**config.mk**
```make
export PLATFORM = sky130hd
export DESIGN_NAME = gate_driver_fault_manager
export DESIGN_NICKNAME = d
export VERILOG_FILES = /design/src/rtl/fault_mgr_pkg.sv /design/src/rtl/gate_driver_fault_manager.sv
export SDC_FILE = /design/constraint.sdc
export NUM_CORES = 1
export LEC_CHECK = 0
export ABC_AREA = 1
export BUFFER_PORTS_ARGS = -buffer_cell sky130_fd_sc_hd__clkbuf_2
export CORE_UTILIZATION = 58
export DETAILED_ROUTE_END_ITERATION = 10
export PLACE_DENSITY = 0.8
export SYNTH_ARGS = -nofsm -noshare
export SYNTH_HDL_FRONTEND = slang
export SYNTH_SLANG_ARGS = --single-unit
```
**constraint.sdc**
```tcl
create_clock -name core_clk -period 2.05 [get_ports core_clk]
set_clock_uncertainty 0.05 [all_clocks]
set_input_delay 0.205 -clock core_clk [delete_from_list [all_inputs] [get_ports core_clk]]
set_output_delay 0.205 -clock core_clk [all_outputs]
set_load 0.01 [all_outputs]
```
**src/rtl/fault_mgr_pkg.sv**
```systemverilog
// Constants and types for the gate driver fault manager
package fault_mgr_pkg;
  localparam int unsigned CLK_HZ = 25000000;
  // Times in nanoseconds as printed
  localparam int unsigned SLEEP_TIMEOUT_NS = 1000000;
  localparam int unsigned EN_PULSE_MIN_NS = 10000;
  localparam int unsigned EN_PULSE_MAX_NS = 200000;
  localparam int unsigned DEGLITCH_NS = 1000;
  localparam int unsigned CLK_PERIOD_NS = 1000000000 / CLK_HZ;
  // Sleep timeout and least enable pulse round up; longest pulse and deglitch round down
  localparam int unsigned SLEEP_TIMEOUT_CYC =
    (SLEEP_TIMEOUT_NS + CLK_PERIOD_NS - 1) / CLK_PERIOD_NS;
  localparam int unsigned EN_PULSE_MIN_CYC =
    (EN_PULSE_MIN_NS + CLK_PERIOD_NS - 1) / CLK_PERIOD_NS;
  localparam int unsigned EN_PULSE_MAX_CYC = EN_PULSE_MAX_NS / CLK_PERIOD_NS;
  localparam int unsigned DEGLITCH_CYC = DEGLITCH_NS / CLK_PERIOD_NS;
  localparam int unsigned CNT_W = 16;
  localparam int unsigned RETRY_W = 20;
  // Overcurrent response codes
  typedef enum logic [1:0] {
    OC_LATCH = 2'b00,
    OC_RETRY = 2'b01,
    OC_REPORT = 2'b10,
    OC_STATUS = 2'b11
  } oc_resp_e;
  typedef enum logic [1:0] {
    MODE_SHUTDOWN = 2'b00,
    MODE_SLEEP = 2'b01,
    MODE_OPERATE = 2'b10,
    MODE_FAULT = 2'b11
  } mode_e;
  // Status bit positions
  localparam int unsigned ST_MOTOR = 0;
  localparam int unsigned ST_PUMP = 1;
  localparam int unsigned ST_DRAIN = 2;
  localparam int unsigned ST_SHUNT = 3;
  localparam int unsigned ST_WARN = 4;
  localparam int unsigned ST_THERM = 5;
  localparam int unsigned ST_REG_OC = 6;
  localparam int unsigned ST_REG_UV = 7;
  localparam int unsigned ST_REG_OV = 8;
  localparam int unsigned ST_W = 9;
  localparam int unsigned N_FLT = 10;
  localparam logic [ST_W-1:0] STATUS_RST = 9'h000;
endpackage

```
**src/rtl/gate_driver_fault_manager.sv**
```systemverilog
// Fault manager for a three-phase gate driver
// Notes on behaviour
// - Core supply low: shutdown, block, low gates
// - Motor supply low: fault mode, pin, status
// - Motor supply recovery waits rail soft-start
// - Pump low by default latches driver block
// - Pump low report-only keeps driver running
// - Latched block clears on enable pulse/clear
// - Full latch holds pin, block, status together
// - Drain overcurrent has four selectable responses
// - Shunt overcurrent has same four responses
// - Retry holds block until delay expires
// - Report-only pin needs clear and removal
// - Overheat warning pulls pin, clears itself
// - Warning status-only leaves pin untouched
// - Regulator limit silent; trip blocks, hiccups
// - Regulator under/over voltage blocks driver
// - Long enable low forces sleep mode
// - Comparators carry hysteresis, flags do not chatter
// - Fault pin low while any fault present, except status-only ones, regulator limit and core supply low
// - Pin latches for overcurrent until cleared; retry releases it after the delay
// - Fault pin changes pass a deglitch, except at entry to or exit from shutdown
// - Pin high only after rails settle
`timescale 1ns/1ns
module gate_driver_fault_manager
  import fault_mgr_pkg::*;
#(
  parameter int unsigned SLEEP_CYC = SLEEP_TIMEOUT_CYC
)(
  // Clock and reset
  input wire logic core_clk,
  input wire logic nrst,
  // Comparator fault levels, hysteresis applied in the analog front end
  input wire logic core_supply_low,
  input wire logic motor_supply_low_level,
  input wire logic pump_low_level,
  input wire logic drain_source_trip_level,
  input wire logic shunt_trip_level,
  input wire logic overheat_warning,
  input wire logic overheat_shutdown,
  input wire logic regulator_current_limit,
  input wire logic regulator_overcurrent_trip,
  input wire logic regulator_under,
  input wire logic regulator_over,
  // Host enable pin
  input wire logic enable_pin,
  // Configuration and commands from the same clock domain
  input wire logic clear_fault_bit,
  input wire logic pump_report_only,
  input wire logic [1:0] drain_trip_resp,
  input wire logic [1:0] shunt_trip_resp,
  input wire logic warn_status_only,
  input wire logic [RETRY_W-1:0] drain_trip_retry_delay,
  input wire logic [RETRY_W-1:0] shunt_trip_retry_delay,
  input wire logic rails_ready,
  // Mode and power control
  output logic [1:0] mode,
  output logic driver_block,
  output logic regulator_hiccup,
  output logic regulator_off,
  output logic pump_off,
  output logic core_logic_off,
  output logic rail_restart,
  // Fault pin, open drain
  output logic fault_out_n_o,
  output logic fault_out_n_oe,
  // Status
  output logic [ST_W-1:0] status
);

  initial
  begin
    if (SLEEP_CYC < 2 || SLEEP_CYC >= (1 << 20))
      $error("SLEEP_CYC out of range");
    if (DEGLITCH_CYC < 1 || EN_PULSE_MIN_CYC >= (1 << CNT_W))
      $error("cycle constants out of range");
  end

  typedef struct packed {
    logic [N_FLT-1:0] sync1;
    logic [N_FLT-1:0] sync2;
    logic en1;
    logic en2;
    logic en_d;
    logic [19:0] en_low_cnt;
    logic clr_evt;
    mode_e mode;
    logic latch_blk;
    logic [ST_W-1:0] status;
    logic drain_pin;
    logic shunt_pin;
    logic pump_pin;
    logic [RETRY_W-1:0] drain_retry;
    logic [RETRY_W-1:0] shunt_retry;
    logic drain_wait;
    logic shunt_wait;
    logic pin_raw;
    logic [CNT_W-1:0] dg_cnt;
    logic pin_low;
    logic powered;
  } state_s;

  state_s cur_ff;
  state_s nxt_ff;

  logic [N_FLT-1:0] raw;
  assign raw = {regulator_current_limit, regulator_over, regulator_under,
                regulator_overcurrent_trip, overheat_shutdown,
                overheat_warning, shunt_trip_level,
                drain_source_trip_level, pump_low_level,
                motor_supply_low_level};

  // Blocking faults for one overcurrent source under a response code
  function automatic logic oc_blocks(input logic [1:0] r);
    oc_blocks = (r == OC_LATCH) || (r == OC_RETRY);
  endfunction

  function automatic logic oc_pins(input logic [1:0] r);
    oc_pins = (r != OC_STATUS);
  endfunction

  always_comb
  begin
    logic [N_FLT-1:0] f;
    logic core_low;
    logic en_rise;
    logic clr;
    logic sleep_force;
    logic motor_f;
    logic hard_f;
    logic live_pin;
    logic drain_go;
    logic shunt_go;
    f = cur_ff.sync2;
    core_low = core_supply_low;
    en_rise = 1'b0;
    clr = 1'b0;
    sleep_force = 1'b0;
    motor_f = 1'b0;
    hard_f = 1'b0;
    live_pin = 1'b0;
    drain_go = 1'b0;
    shunt_go = 1'b0;
    nxt_ff = cur_ff;
    nxt_ff.sync1 = raw;
    nxt_ff.sync2 = cur_ff.sync1;
    nxt_ff.en1 = enable_pin;
    nxt_ff.en2 = cur_ff.en1;
    nxt_ff.en_d = cur_ff.en2;
    // Enable low counter; saturates so a long low is seen once
    if (!cur_ff.en2)
    begin
      if (cur_ff.en_low_cnt != 20'hfffff)
        nxt_ff.en_low_cnt = cur_ff.en_low_cnt + 20'h00001;
    end
    else
      nxt_ff.en_low_cnt = 20'h00000;
    sleep_force = !cur_ff.en2 && (cur_ff.en_low_cnt >= SLEEP_CYC[19:0]);
    // Too short a pulse is a glitch and is ignored; host keeps it legal
    en_rise = cur_ff.en2 && !cur_ff.en_d &&
              (cur_ff.en_low_cnt >= EN_PULSE_MIN_CYC[19:0]);
    clr = en_rise || clear_fault_bit;
    nxt_ff.clr_evt = clr;
    motor_f = f[ST_MOTOR];
    // Latched-driver faults
    hard_f = f[ST_THERM] || f[ST_REG_OC] || f[ST_REG_UV] || f[ST_REG_OV] ||
             (f[ST_PUMP] && !pump_report_only);
    // Status: clear first, then set wins over the clear
    if (clr)
      nxt_ff.status = STATUS_RST;
    if (f[ST_MOTOR]) nxt_ff.status[ST_MOTOR] = 1'b1;
    if (f[ST_PUMP]) nxt_ff.status[ST_PUMP] = 1'b1;
    if (f[ST_DRAIN]) nxt_ff.status[ST_DRAIN] = 1'b1;
    if (f[ST_SHUNT]) nxt_ff.status[ST_SHUNT] = 1'b1;
    if (f[ST_THERM]) nxt_ff.status[ST_THERM] = 1'b1;
    if (f[ST_REG_OC]) nxt_ff.status[ST_REG_OC] = 1'b1;
    if (f[ST_REG_UV]) nxt_ff.status[ST_REG_UV] = 1'b1;
    if (f[ST_REG_OV]) nxt_ff.status[ST_REG_OV] = 1'b1;
    // Warning tracks its comparator once rails are up and no hard or motor supply fault is present
    if (f[ST_WARN])
      nxt_ff.status[ST_WARN] = 1'b1;
    else if (rails_ready && !hard_f && !motor_f)
      nxt_ff.status[ST_WARN] = 1'b0;
    // Motor supply low status recovers by itself
    if (!f[ST_MOTOR] && rails_ready)
      nxt_ff.status[ST_MOTOR] = 1'b0;
    // Latched driver block
    if (hard_f)
      nxt_ff.latch_blk = 1'b1;
    else if (clr)
      nxt_ff.latch_blk = 1'b0;
    // Drain overcurrent
    drain_go = f[ST_DRAIN] && oc_pins(drain_trip_resp);
    if (drain_go)
      nxt_ff.drain_pin = 1'b1;
    else if (drain_trip_resp == OC_REPORT && clr)
      nxt_ff.drain_pin = 1'b0;
    else if (drain_trip_resp == OC_LATCH && clr)
      nxt_ff.drain_pin = 1'b0;
    if (f[ST_DRAIN] && drain_trip_resp == OC_RETRY)
    begin
      nxt_ff.drain_wait = 1'b1;
      nxt_ff.drain_retry = drain_trip_retry_delay;
    end
    else if (cur_ff.drain_wait)
    begin
      if (cur_ff.drain_retry == '0)
      begin
        nxt_ff.drain_wait = 1'b0;
        nxt_ff.drain_pin = 1'b0;
        nxt_ff.status[ST_DRAIN] = 1'b0;
      end
      else
        nxt_ff.drain_retry = cur_ff.drain_retry - 1'b1;
    end
    // Shunt overcurrent
    shunt_go = f[ST_SHUNT] && oc_pins(shunt_trip_resp);
    if (shunt_go)
      nxt_ff.shunt_pin = 1'b1;
    else if (shunt_trip_resp != OC_RETRY && clr)
      nxt_ff.shunt_pin = 1'b0;
    if (f[ST_SHUNT] && shunt_trip_resp == OC_RETRY)
    begin
      nxt_ff.shunt_wait = 1'b1;
      nxt_ff.shunt_retry = shunt_trip_retry_delay;
    end
    else if (cur_ff.shunt_wait)
    begin
      if (cur_ff.shunt_retry == '0)
      begin
        nxt_ff.shunt_wait = 1'b0;
        nxt_ff.shunt_pin = 1'b0;
        nxt_ff.status[ST_SHUNT] = 1'b0;
      end
      else
        nxt_ff.shunt_retry = cur_ff.shunt_retry - 1'b1;
    end
    // Pump report-only holds the pin until cleared after removal
    if (f[ST_PUMP] && pump_report_only)
      nxt_ff.pump_pin = 1'b1;
    else if (clr)
      nxt_ff.pump_pin = 1'b0;
    // Full-latch overcurrent also holds the driver block
    if ((f[ST_DRAIN] && drain_trip_resp == OC_LATCH) ||
        (f[ST_SHUNT] && shunt_trip_resp == OC_LATCH))
      nxt_ff.latch_blk = 1'b1;
    // Mode
    if (core_low)
      nxt_ff.mode = MODE_SHUTDOWN;
    else if (sleep_force)
      nxt_ff.mode = MODE_SLEEP;
    else if (cur_ff.mode == MODE_SHUTDOWN)
      nxt_ff.mode = MODE_SLEEP;
    else if (motor_f || hard_f || nxt_ff.latch_blk ||
             nxt_ff.drain_wait || nxt_ff.shunt_wait)
      nxt_ff.mode = MODE_FAULT;
    else if (cur_ff.en2 && rails_ready)
      nxt_ff.mode = MODE_OPERATE;
    else if (cur_ff.mode == MODE_FAULT)
      nxt_ff.mode = MODE_FAULT;
    else
      nxt_ff.mode = cur_ff.mode;
    if (nxt_ff.mode == MODE_OPERATE && rails_ready && cur_ff.en2)
      nxt_ff.powered = 1'b1;
    else if (nxt_ff.mode == MODE_SHUTDOWN || nxt_ff.mode == MODE_SLEEP)
      nxt_ff.powered = 1'b0;
    // Fault pin request; warning only unless status-only
    live_pin = motor_f || hard_f || (f[ST_PUMP] && !pump_report_only) ||
               (f[ST_WARN] && !warn_status_only) || !rails_ready ||
               cur_ff.status[ST_WARN] && !warn_status_only;
    nxt_ff.pin_raw = live_pin || cur_ff.drain_pin || cur_ff.shunt_pin ||
                     cur_ff.pump_pin || !cur_ff.powered;
    // Deglitch: pin follows a request only after it holds steady
    if (cur_ff.pin_raw == cur_ff.pin_low)
      nxt_ff.dg_cnt = '0;
    else if (cur_ff.dg_cnt >= DEGLITCH_CYC[CNT_W-1:0] - 1'b1)
    begin
      nxt_ff.pin_low = cur_ff.pin_raw;
      nxt_ff.dg_cnt = '0;
    end
    else
      nxt_ff.dg_cnt = cur_ff.dg_cnt + 1'b1;
    // Sleep and shutdown drop the block latch and retry waits; core supply loss wins over all
    if (nxt_ff.mode == MODE_SHUTDOWN || nxt_ff.mode == MODE_SLEEP)
    begin
      nxt_ff.latch_blk = 1'b0;
      nxt_ff.drain_wait = 1'b0;
      nxt_ff.shunt_wait = 1'b0;
    end
  end

  always_ff @(posedge core_clk or negedge nrst)
  begin
    if (!nrst)
    begin
      cur_ff <= '0;
      cur_ff.mode <= MODE_SHUTDOWN;
      cur_ff.pin_raw <= 1'b1;
      cur_ff.pin_low <= 1'b1;
      cur_ff.status <= STATUS_RST;
    end
    else
      cur_ff <= nxt_ff;
  end

  // Hysteresis sits in the comparators; logic only adds the deglitch
  assign mode = cur_ff.mode;
  assign driver_block = (cur_ff.mode != MODE_OPERATE) ||
                        cur_ff.latch_blk || cur_ff.drain_wait ||
                        cur_ff.shunt_wait;
  assign regulator_hiccup = cur_ff.sync2[ST_REG_OC] ||
                            cur_ff.sync2[ST_REG_UV];
  assign regulator_off = cur_ff.sync2[ST_REG_OV] ||
                         cur_ff.mode == MODE_SHUTDOWN ||
                         cur_ff.mode == MODE_SLEEP;
  assign pump_off = regulator_off || regulator_hiccup ||
                    cur_ff.sync2[ST_THERM] || cur_ff.sync2[ST_MOTOR];
  assign core_logic_off = (cur_ff.mode == MODE_SHUTDOWN);
  // Motor supply loss re-runs rail soft-start before operate returns
  assign rail_restart = cur_ff.mode == MODE_FAULT &&
                        cur_ff.sync2[ST_MOTOR];
  assign fault_out_n_o = 1'b0;
  // Pin released in shutdown since core logic is off
  assign fault_out_n_oe = cur_ff.pin_low && (cur_ff.mode != MODE_SHUTDOWN);
  assign status = cur_ff.status;

endmodule
```
# After elaboration in Yosys (flattened, before gate mapping)
# Cells that the tools add are included.
[op_classes]
muxes = 60
n_bitwise = 1
n_lt_le_gt_ge = 3
eq_ne = 15
reduce_logical = 82
addsub = 4
[ops]
columns = ["cell", "count"]
rows = [
  ["$mux 20", 8],
  ["$mux 1", 42],
  ["$logic_not 20->1", 2],
  ["$sub 20x1->20 const B", 2],
  ["$mux 16", 2],
  ["$logic_or 1x1->1", 28],
  ["$logic_and 1x1->1", 24],
  ["$reduce_bool 2->1", 11],
  ["$add 20x1->20 const B", 1],
  ["$ge 20x15->1 const B", 1],
  ["$ge 20x8->1 const B", 1],
  ["$ne 20x20->1 const B", 1],
  ["$add 16x1->16 const B", 1],
  ["$ge 16x5->1 const B", 1],
  ["$mux 2", 7],
  ["$ne 2x2->1 const B", 5],
  ["$mux 9", 1],
  ["$eq 2x1->1 const B", 4],
  ["$logic_not 1->1", 8],
  ["$logic_not 2->1", 4],
  ["$eq 2x2->1 const B", 3],
  ["$reduce_and 2->1", 3],
  ["$reduce_bool 3->1", 2],
  ["$ne 2x1->1 const B", 1],
  ["other kinds (2)", 2],
]
[totals]
in_bits = 62
out_inout_bits = 19
word_cells = 192
ff_bits = 117

# Logic depth before layout (Yosys ltp)
# Gate-level depths: netlist of the first run.
[logic_depth]
word_depth = 18
ltp_mapped = 13
mapped_depth_nobuf = 13

# Worst setup path before layout of the first run
# No wires, ideal clock.
[synth_path]
kind = "register to register"
start = "register cur_ff[21] in the netlist's numbering"
end = "register cur_ff[38] in the netlist's numbering"
setup_slack_ns = 0.221
stages_incl_launch_ff = 12
arrival_time_ns = 1.648
path_buffers = 2
setup_ns = 0.130
required_ns = 1.870
period_less_slack_ns = 1.829
path_cell_list = "dfrtp_1 > inv_1 > ha_1 > nand3_1 > nor2_2 > nand3_2 > nand2_4 > nand2_2 > buf_6 > buf_6 > nand3_1 > nand3_1"
[synth_between]
elab_chain_cells = 4
word_cells_on_any_way = 7
cone_classes = "add/sub: 1; eq/ne: 1; mux: 3; reduce/logical: 2"
[synth_rtl]
columns = ["element", "line_no", "rtl"]
rows = [
  ["start, declared", "gate_driver_fault_manager.sv:103", "state_s cur_ff;"],
  ["start signal, assigned", "gate_driver_fault_manager.sv:303", "cur_ff <= nxt_ff;"],
  ["$sub 20x1->20", "gate_driver_fault_manager.sv:236", "nxt_ff.shunt_retry = cur_ff.shunt_retry - 1'b1;"],
  ["$mux 20", "gate_driver_fault_manager.sv:229", "if (cur_ff.shunt_retry == '0)"],
  ["$mux 20", "gate_driver_fault_manager.sv:227", "else if (cur_ff.shunt_wait)"],
  ["$mux 20", "gate_driver_fault_manager.sv:222", "if (f[ST_SHUNT] && shunt_trip_resp == OC_RETRY)"],
]
# Parallel ways exist; a longest one is shown, timed or not. The select of a mux whose other input is x is not followed.
# A chain may end at the register's enable or synchronous reset.

# Worst setup path after layout of the first run
[layout_path]
start = "register cur_ff[23] in the netlist's numbering"
end = "register cur_ff[40] in the netlist's numbering"
# Same word-level chain as after synthesis.

==> metrics.txt, run 1 <==
run status=finished, final reports clean; WP data arrival=2.30 ns; # fillers=704; gpl congestion=0.9041; number of enable flip-flop cells after synthesis=0; initial antenna violation count=0; H-Tree Depth=4; Synth Area in Compound Gates=12.78%; critical setup path kind=flip-flop to flip-flop; pwr/cell area=915.7 mW/mm2; fin crit period=1.938 ns; hold_sp=shunt_trip_resp[1]; Setup violations, final=0; CTS max path bufs=2; Data required, critical path=2.42 ns; Vias/cell=5.514; synth top area cells=dfrtp_1 (47%), nand2_1 (8.3%), nor2_1 (5.6%); Layout Area Growth over Synthesis=29.25%; antenna cells=0; # Max-Cap Violations=0; P_leak=3.706 nW; Clock transition at path regs=0.06 ns; post-placement cell area=0.006653 mm2; Sw Ratio=28.40%; clock power share=42.3%; Primary FF master, synth=dfrtp_1; Wirelength per Cell=15.22 um; routed wire length=15.90 mm; Post-synth top cells=nand2_1 (134), dfrtp_1 (115), nor2_1 (90); GRT Total Usage=31.27%; ANT nets after route=0; Num CTS Buffers=17; Hold Crit Depth=4; RSZ-0062 raised after global routing=false; most common cell in the netlist=nand2_1; Tcrit/Tclk final=94.52%; total gr overflow=0; simple-gate area share of the yosys netlist=27.94%; Die Area=0.01090 mm2; Mean Syn Cell Area=8.230 um2; Hold Fails Final Rpt=0; Cell Area, Synth=0.006082 mm2; f_max=0.5161 GHz; Worst Setup Start Kind=flip-flop; dpl hpwl=9.986 mm; clock sink count=117; max-slew violation count=0; nets@finish=964; register area=0.002930 mm2; worst skew pair latency=0.53 ns; xor and xnor area share after synthesis=1.008%; Starting Density=59.45%; largest family of logic cells by synthesized area=simple AND/OR/NAND/NOR gates; Mapped Cells=739; Crit Path Max Fanout=3; vias in the first global route=5696; first-pass GRT wire length=26.51 mm; TritonCTS clock tree=done; drt drc=0; Setup Total Neg Slack=0 ns; part of the Yosys area used for sequential elements=48.18%; share of power burned in registers=39.7%; post-synth cell types=53; core area=0.01023 mm2; Hold Path Class=primary input to flip-flop; Yosys top cell area share=47.32%; Rows=37; clock root cell=clkbuf_8; Yosys top cell by area=dfrtp_1; Setup crit end kind=flip-flop; Tot Pwr=7.198 mW; DIE WIDTH=104.4 um; fin area=0.007861 mm2; Pre-antenna DRT Iters=5; R2R cell count=10; mux cell area share after synthesis=0%; layout cell share with drive strength beyond 1=20.46%; I/O Pins=81; maximum number of pins on one net before global-route repair=56; Starting DRT DRC Count=467; final hold slack=0.02117 ns; Die Span Y=104.4 um; NetSw=2.044 mW; register bit total from synthesis=117; Cell Int Power=5.154 mW; RR Startpoint=cur_ff[23]; buffers added on ports=78; Adder-Cell Fraction of Synth Area=1.234%; flop-to-flop setup slack=0.11 ns; Multi-input gate area=0.002671 mm2; via count=5762; Post-synth ARST share=100.0%; part of the power in combinational logic=18.0%; Hold Path End=cur_ff[62]; number of synthesis warnings=0; maximum vdd drop=0.7471 mV; r2r endpoint=cur_ff[40]
==> worst max path at each step <==
| stage | from | to | slack, ns | cells past startpoint |
|---|---|---|---|---|
| 2_1_floorplan | cur_ff[21] | cur_ff[38] | 0.22 | 11 |
| 3_3_place_gp | cur_ff[22] | cur_ff[19] | 0.16 | 11 |
| 3_5_place_dp | cur_ff[22] | mode[1] | 0.14 | 11 |
| 4_1_cts | cur_ff[22] | cur_ff[37] | 0.13 | 10 |
| 5_1_grt | cur_ff[23] | cur_ff[40] | 0.0004 | 10 |
| 6_report | cur_ff[23] | cur_ff[40] | 0.11 | 10 |
==> layout make-up <==
class | count | area share, %
clock buffers | 23 | 5.809
clock inverters | 9 | 1.910
inverters | 94 | 4.536
multi-input cells | 511 | 33.98
flip-flops and latches | 117 | 37.28
well taps | 136 | 2.165
repair buffers | 155 | 14.32
==> cells by family (layout without fill, tap and decap cells) <==
group	Yosys count	in the layout
AO/OA/AOI/OAI	126	126
XOR/XNOR	7	7
adder cells (fa/ha/maj)	6	6
buffers and inverters	122	281
flip-flops	117	117
other	1	12
AND/OR/NAND/NOR	360	360
==> critical path: stages (launching register included) <==
cell and delay (ns):
dfrtp_1 0.39, nor2_1 0.20, nand4_1 0.18, nor2_2 0.15
nand3_1 0.12, nor2_1 0.21, nand2_1 0.14, nor2_1 0.15
a21oi_1 0.10, nand2_1 0.07, nand3_1 0.06
==> through the flow <==
stage,worst slack (ns),util (%),std cells
6_report,0.1124,76.84,1045
5_1_grt,0.0003595,76.84,1045
4_1_cts,0.1263,76.53,1043
3_5_place_dp,0.1436,65.02,954
3_3_place_gp,0.1643,65.02,954
2_1_floorplan,0.2214,-,750
==> per-layer routing <==
| metal | part of all wire, % | global-route usage [%] |
|---|---|---|
| met5 | 0 | 0 |
| met4 | 2.2 | 12.65 |
| met2 | 50 | 52.60 |
| met1 | 41 | 38.27 |
| met3 | 6.7 | 8.083 |
==> flip-flops by register name, summed over array words and instances, names as in the netlist <==
signal,cells
cur_ff,106
mode,2
status,9
==> power groups by stage <==
stage	Sequential (mW)	Combinational (mW)	Clock, mW
2_1_floorplan	2.81	0.850	0
3_3_place_gp	2.86	1.09	0
3_5_place_dp	2.87	1.14	0
4_1_cts	2.84	1.25	3.08
5_1_grt	2.89	1.46	3.20
6_report	2.86	1.30	3.04
==> timing repair <==
item,4_1_cts,5_1_grt
setup buffers,0,2
hold buffers,57,0
endpoints found under the hold margin,173,0
setup endpoints to repair,0,15
gates resized for setup,0,6
==> cells in the final DEF, fill, tap and decap left out, types with 7 or more instances in the layout <==
master / instances
o22ai_1: 7
a31oi_1: 10
nor2_2: 11
dfrtp_1: 115
inv_1: 86
clkbuf_16: 16
a21oi_1: 32
o211ai_1: 10
nor2_1: 89
o21ai_0: 29
o21ai_1: 10
conb_1: 12
clkbuf_2: 77
nand2_2: 10
dlygate4sd3_1: 57
nor3_1: 21
nand4_1: 14
nand2_1: 133
nor4_1: 11
buf_4: 20
nand3_1: 46
(Power assumes the default switching activity.)
==> run 2, diff against run 1 <==
Settings changed: GPL_TIMING_DRIVEN from default to 0.
==> run 2 against run 1 <==
Net effect:
- final area increased by 1.7%
- die area unchanged
- routed wire length rose by 7.9%
- global-route usage grew 1.7 points
- first-iteration DRC count up 24%
- critical path type unchanged
- largest cell class unchanged
- largest power group unchanged
- highest routed layer unchanged
==> metrics.txt, run 2 (same netlist as run 1, synthesis figures left out) <==
fin area=0.007994 mm2 (was 0.007861 mm2); vias in the first global route=5912 (was 5696); total gr overflow=0 (unchanged); drt drc=0 (unchanged); pwr/cell area=911.2 mW/mm2 (was 915.7 mW/mm2); Setup crit end kind=flip-flop (unchanged); flop-to-flop setup slack=0.06 ns (was 0.11 ns); max FFs per register=106 (unchanged); Tcrit/Tclk final=97.09% (was 94.52%); I/O Pins=81 (unchanged); clock root cell=clkbuf_8 (unchanged); P_leak=3.764 nW (was 3.706 nW); maximum vdd drop=0.8085 mV (was 0.7471 mV); dpl hpwl=10.63 mm (was 9.986 mm); Setup violations, final=0 (unchanged); most frequent cells in the layout=nand2_1 (132), dfrtp_1 (115), inv_1 (83), nor2_1 (83), clkbuf_2 (77) (was nand2_1 (133), dfrtp_1 (115), nor2_1 (89), inv_1 (86), clkbuf_2 (77)); worst skew pair latency=0.53 ns (about the same); RSZ-0062 raised after global routing=true (was false); post-placement cell area=0.006693 mm2 (was 0.006653 mm2); critical setup path kind=flip-flop to flip-flop (unchanged); Num CTS Buffers=17 (unchanged); Vias/cell=5.706 (was 5.514); # fillers=670 (was 704); Clock transition at path regs=0.06 ns (about the same); Largest regs=cur_ff (106), status (9), mode (2) (unchanged); H-Tree Depth=4 (unchanged); Die Span Y=104.4 um (unchanged); TritonCTS clock tree=done (unchanged); Biggest register=cur_ff (unchanged); Multi-input gate area=0.002740 mm2 (was 0.002671 mm2); Slew headroom=38.80%; layout cell share with drive strength beyond 1=22.69% (was 20.46%); nets@finish=977 (was 964); f_max=0.5024 GHz (was 0.5161 GHz); first-pass GRT wire length=27.94 mm (was 26.51 mm); routed wire length=17.15 mm (was 15.90 mm); via count=6031 (was 5762); commonest non-fill, non-tap cell in the layout=nand2_1 (unchanged); DIE WIDTH=104.4 um (unchanged); Data required, critical path=2.39 ns (was 2.42 ns); Rows=37 (unchanged); gpl congestion=0.9178 (was 0.9041); GRT Total Usage=33.01% (was 31.27%); max-slew violation count=0 (unchanged); ANT nets after route=0 (unchanged); core area=0.01023 mm2 (unchanged); WP data arrival=2.33 ns (was 2.30 ns); buffers added on ports=78 (unchanged); Layout Area Growth over Synthesis=31.43% (was 29.25%); initial antenna violation count=0 (unchanged); measured slew at the worst slew-check pin=0.9180 ns; Starting Density=59.45% (unchanged); register area=0.002930 mm2 (unchanged); clock sink count=117 (unchanged); Die Area=0.01090 mm2 (unchanged); run status=finished, final reports clean (unchanged); pre-CTS WS=-0.09810 ns (was 0.1436 ns); Wirelength per Cell=16.23 um (was 15.22 um); Crit Path Max Fanout=10 (was 3); Final WS setup=0.05975 ns (was 0.1124 ns); antenna cells=0 (unchanged); CTS max path bufs=2 (unchanged); Pre-antenna DRT Iters=7 (was 5); fin crit period=1.990 ns (was 1.938 ns); Starting DRT DRC Count=581 (was 467); maximum number of pins on one net before global-route repair=118 (was 56); Hold Fails Final Rpt=0 (unchanged); Layout Utilization=78.13% (was 76.84%); Hold Path Class=primary input to flip-flop (unchanged); # Max-Cap Violations=0 (unchanged); Worst Setup Start Kind=flip-flop (unchanged)
-- run 2: cell types whose count changed in the layout (fill, tap and decap cells not counted), sizes merged --
cell | before | now
clkbuf | 100 | 107
clkinv | 4 | 6
clkinvlp | 2 | 1
dlygate4sd3 | 57 | 55
buf | 21 | 27
-- run 2: report_power, final --
part           internal, mW  switching (mW)  total [mW]  leakage (nW)
sequential             2.60           0.274        2.87          1.42
clock                  2.05            1.01        3.06         0.303
combinational         0.541           0.817        1.36          2.04
total                  5.19            2.10        7.28          3.76
-- run 2: area by class of cell --
type	count	share of cell area (%)
clock inverter	10	1.910
sequential	117	36.66
inverter	94	4.429
clock buffer	21	5.744
tap	136	2.129
buffer	28	2.316
timing repair buffer	140	12.54
multi-input combinational	511	34.28
-- run 2: per-layer routing --
| metal | GRT usage, % | routed length [um] |
|---|---|---|
| met1 | 40.39 | 6900 |
| met2 | 53.50 | 8219 |
| met3 | 10.03 | 1326 |
| met4 | 15.31 | 707 |
| met5 | 0 | 0 |
-- run 2: what timing repair did --
| action | in CTS | in global routing |
|---|---|---|
| pin swaps | 2 | 6 |
| setup buffers | 2 | 5 |
| setup endpoints to repair | 27 | 40 |
| resized for setup | 5 | 20 |
| hold buffers | 55 | 0 |
| hold endpoints to repair | 170 | 0 |
-- run 2: path summary, 6_finish.rpt --
kind	startpoint	end	cells past startpoint
worst max-delay path	cur_ff[54]	cur_ff[55]	11
worst min register to register	cur_ff[110]	cur_ff[100]	0
worst max register to register	cur_ff[54]	cur_ff[55]	11
max in group asynchronous	nrst	cur_ff[30]	2
worst min-delay path	drain_trip_retry_delay[4]	cur_ff[45]	3
min in group asynchronous	nrst	cur_ff[12]	2
-- run 2: worst max-delay path, stage by stage, from the launching register on --
cell     delay [ns]
dfrtp_1        0.44
nor2_2         0.15
nand2_1        0.14
nor2_2         0.20
nand3_4        0.09
nand2_2        0.09
inv_2          0.07
nor2_4         0.11
inv_2          0.06
buf_2          0.19
o21ai_0        0.13
o22ai_1        0.13
-- run 2: per-stage QoR --
step / cells / power (mW) / setup TNS [ns] / hold WS [ns]
after floorplan: 750 / 3.660 / 0 / -0.1406
after global placement: 964 / 3.959 / -108.79 / 0.2629
after detailed placement: 964 / 4.025 / -1.042 / 0.2646
after CTS: 1052 / 7.201 / 0 / 0.01346
after global routing: 1057 / 7.611 / -0.01363 / 0.007267
final: 1057 / 7.284 / 0 / 0.02045
==> run 3, diff against run 2 <==
Settings changed: MAX_ROUTING_LAYER from default to met4.
==> run 3 against run 2 <==
Net effect:
- first-iteration DRC count decreased by 17%
- highest routed layer unchanged
- largest power group unchanged
- clock power increased by 3%
- critical endpoint is now cur_ff[33]
- hold slack got worse by 0.0044 ns
==> metrics.txt, run 3 (same netlist as run 1, synthesis figures left out) <==
run status=finished, final reports clean (unchanged); nets@finish=985 (was 977); Crit Path Max Fanout=6 (was 10); CP max-delay cell=dfrtp_1 (unchanged); Layout Area Growth over Synthesis=32.54% (was 31.43%); # Max-Cap Violations=0 (unchanged); Vias/cell=5.533 (was 5.706); final hold slack=0.01607 ns (was 0.02045 ns); Tcrit/Tclk final=95.50% (was 97.09%); buffers added on ports=78 (unchanged); Biggest register=cur_ff (unchanged); Setup violations, final=0 (unchanged); Hold Path Class=primary input to flip-flop (unchanged); gpl congestion=0.9163 (was 0.9178); CTS max path bufs=2 (unchanged); most frequent cells in the layout=nand2_1 (133), dfrtp_1 (115), nor2_1 (86), inv_1 (83), clkbuf_2 (77) (was nand2_1 (132), dfrtp_1 (115), inv_1 (83), nor2_1 (83), clkbuf_2 (77)); Starting Density=59.45% (unchanged); layout cell share with drive strength beyond 1=22.90% (was 22.69%); TritonCTS clock tree=done (unchanged); fin area=0.008061 mm2 (was 0.007994 mm2); total gr overflow=0 (unchanged); clock power share=42.8% (was 42.0%); Sw Ratio=29.18% (was 28.80%); via count=5898 (was 6031); initial antenna violation count=0 (unchanged); measured slew at the worst slew-check pin=0.9349 ns (was 0.9180 ns); Die Span Y=104.4 um (unchanged); WP buf/inv=2 (was 3); DIE WIDTH=104.4 um (unchanged); first-pass GRT wire length=26.75 mm (was 27.94 mm); Pre-antenna DRT Iters=6 (was 7); maximum vdd drop=0.9741 mV (was 0.8085 mV); GRT Total Usage=32.49% (was 33.01%); maximum number of pins on one net before global-route repair=118 (unchanged); Hold Fails Final Rpt=0 (unchanged); fin crit period=1.958 ns (was 1.990 ns); Setup crit end kind=flip-flop (unchanged); Data required, critical path=2.45 ns (was 2.39 ns); ANT nets after route=0 (unchanged); critical-path cell list=inv_2, ha_2, nand3_2, inv_1, nand2_1, nor2_4, nand2_1, o21ai_0, nand3_1, a22oi_1 (was nor2_2, nand2_1, nor2_2, nand3_4, nand2_2, inv_2, nor2_4, inv_2, buf_2, o21ai_0, o22ai_1); Starting DRT DRC Count=483 (was 581); worst skew pair latency=0.54 ns (was 0.53 ns); share of power burned in registers=38.8% (was 39.4%); WP data arrival=2.36 ns (was 2.33 ns); clock root cell=clkbuf_8 (unchanged); Crit path top cell by count=nand2_1; Slew headroom=37.67% (was 38.80%); critical setup path kind=flip-flop to flip-flop (unchanged); max-slew violation count=0 (unchanged); antenna cells=0 (unchanged); H-Tree Depth=4 (unchanged); routed wire length=16.67 mm (was 17.15 mm); Die Area=0.01090 mm2 (unchanged); NetSw=2.153 mW (was 2.098 mW); clock sink count=117 (unchanged); Finished Layout Cells=1066 (was 1057); Worst path max stage delay=0.38 ns (was 0.44 ns); Num CTS Buffers=17 (unchanged); post-placement cell area=0.006693 mm2 (unchanged); Top Family by Delay on Critical Path=simple AND/OR/NAND/NOR gates (unchanged); pwr/cell area=915.4 mW/mm2 (was 911.2 mW/mm2); vias in the first global route=5845 (was 5912); P_leak=3.784 nW (was 3.764 nW); Largest regs=cur_ff (106), status (9), mode (2) (unchanged); I/O Pins=81 (unchanged); Rows=37 (unchanged); placed cells=964 (unchanged); f_max=0.5108 GHz (was 0.5024 GHz); Worst Setup Start Kind=flip-flop (unchanged); Cell Int Power=5.227 mW (was 5.186 mW); core area=0.01023 mm2 (unchanged); commonest non-fill, non-tap cell in the layout=nand2_1 (unchanged); Wirelength per Cell=15.64 um (was 16.23 um); Clock transition at path regs=0.06 ns (about the same); drt drc=0 (unchanged); max FFs per register=106 (unchanged); dpl hpwl=10.42 mm (was 10.63 mm); part of the power in combinational logic=18.5% (was 18.6%)
## run 3: cell types whose count changed in the layout (fill, tap and decap cells not counted), moves of 2 or more
cell	previous run	this run
buf_4	19	26
clkinv_4	0	3
nor2_1	83	86
nor2_2	13	10
clkinv_2	6	4
dlygate4sd3_1	55	57
## run 3: worst register-to-register path: stages, from the launching register on
cell and delay, ns:
dfrtp_1 0.38, inv_2 0.10, ha_2 0.21, nand3_2 0.12, inv_1 0.09, nand2_1 0.13, nor2_4 0.19, nand2_1 0.09
o21ai_0 0.20, nand3_1 0.13, a22oi_1 0.18
## run 3: final cells by class
cell class                 count  area, um2
buffer                        28      187.7
clock buffer                  20      455.4
clock inverter                12      176.4
fill                         661       2170
inverter                      94      354.1
multi-input combinational    511       2720
sequential                   117       2930
tap                          136      170.2
timing repair buffer         148       1067
## run 3: through the flow
step                setup TNS [ns]  worst slack, ns  power [mW]  utilization [%]
floorplan                        0           0.2214       3.660                -
detailed placement          -1.248         -0.08779       4.021            65.42
finish                           0          0.09219       7.380            78.79
global placement           -108.35          -0.9469       3.961            65.33
CTS                              0          0.02939       7.284            77.41
global route               -0.1143         -0.03240       7.686            78.79
## run 3: final timing paths
check | endpoint | slack (ns) | start | cells past startpoint
worst min register to register | cur_ff[105] | 0.30 | cur_ff[115] | 0
worst max register to register | cur_ff[33] | 0.09 | cur_ff[21] | 10
min in group asynchronous | cur_ff[12] | 0.28 | nrst | 2
worst max-delay path | cur_ff[33] | 0.09 | cur_ff[21] | 10
max in group asynchronous | cur_ff[82] | 0.99 | nrst | 2
worst min-delay path | cur_ff[60] | 0.02 | drain_trip_retry_delay[19] | 5
## run 3: routing by layer
metal  part of all wire, %  vias to the layer above  GRT usage, %  wire length (um)
met4                   2.3                        0         13.67               378
li1                      -                     2794             -                 -
met5                     0                        -             -                 0
met2                    49                      266         51.51              8160
met3                   7.2                       45         8.333              1201
met1                    42                     2793         39.51              6933
## run 3: timing repair
item                       CTS  global route
resized for setup            7            16
hold endpoints to repair   172             0
setup endpoints to repair   30            39
pin swaps                    1             6
buffers inserted             1            12
hold buffers                57             0
## run 3: power groups by stage
stage | clock network (mW) | logic (mW) | registers [mW]
final | 3.16 | 1.36 | 2.86
after global routing | 3.27 | 1.52 | 2.89
after CTS | 3.18 | 1.26 | 2.84
after detailed placement | 0 | 1.15 | 2.87
after global placement | 0 | 1.10 | 2.86
after floorplan | 0 | 0.850 | 2.81
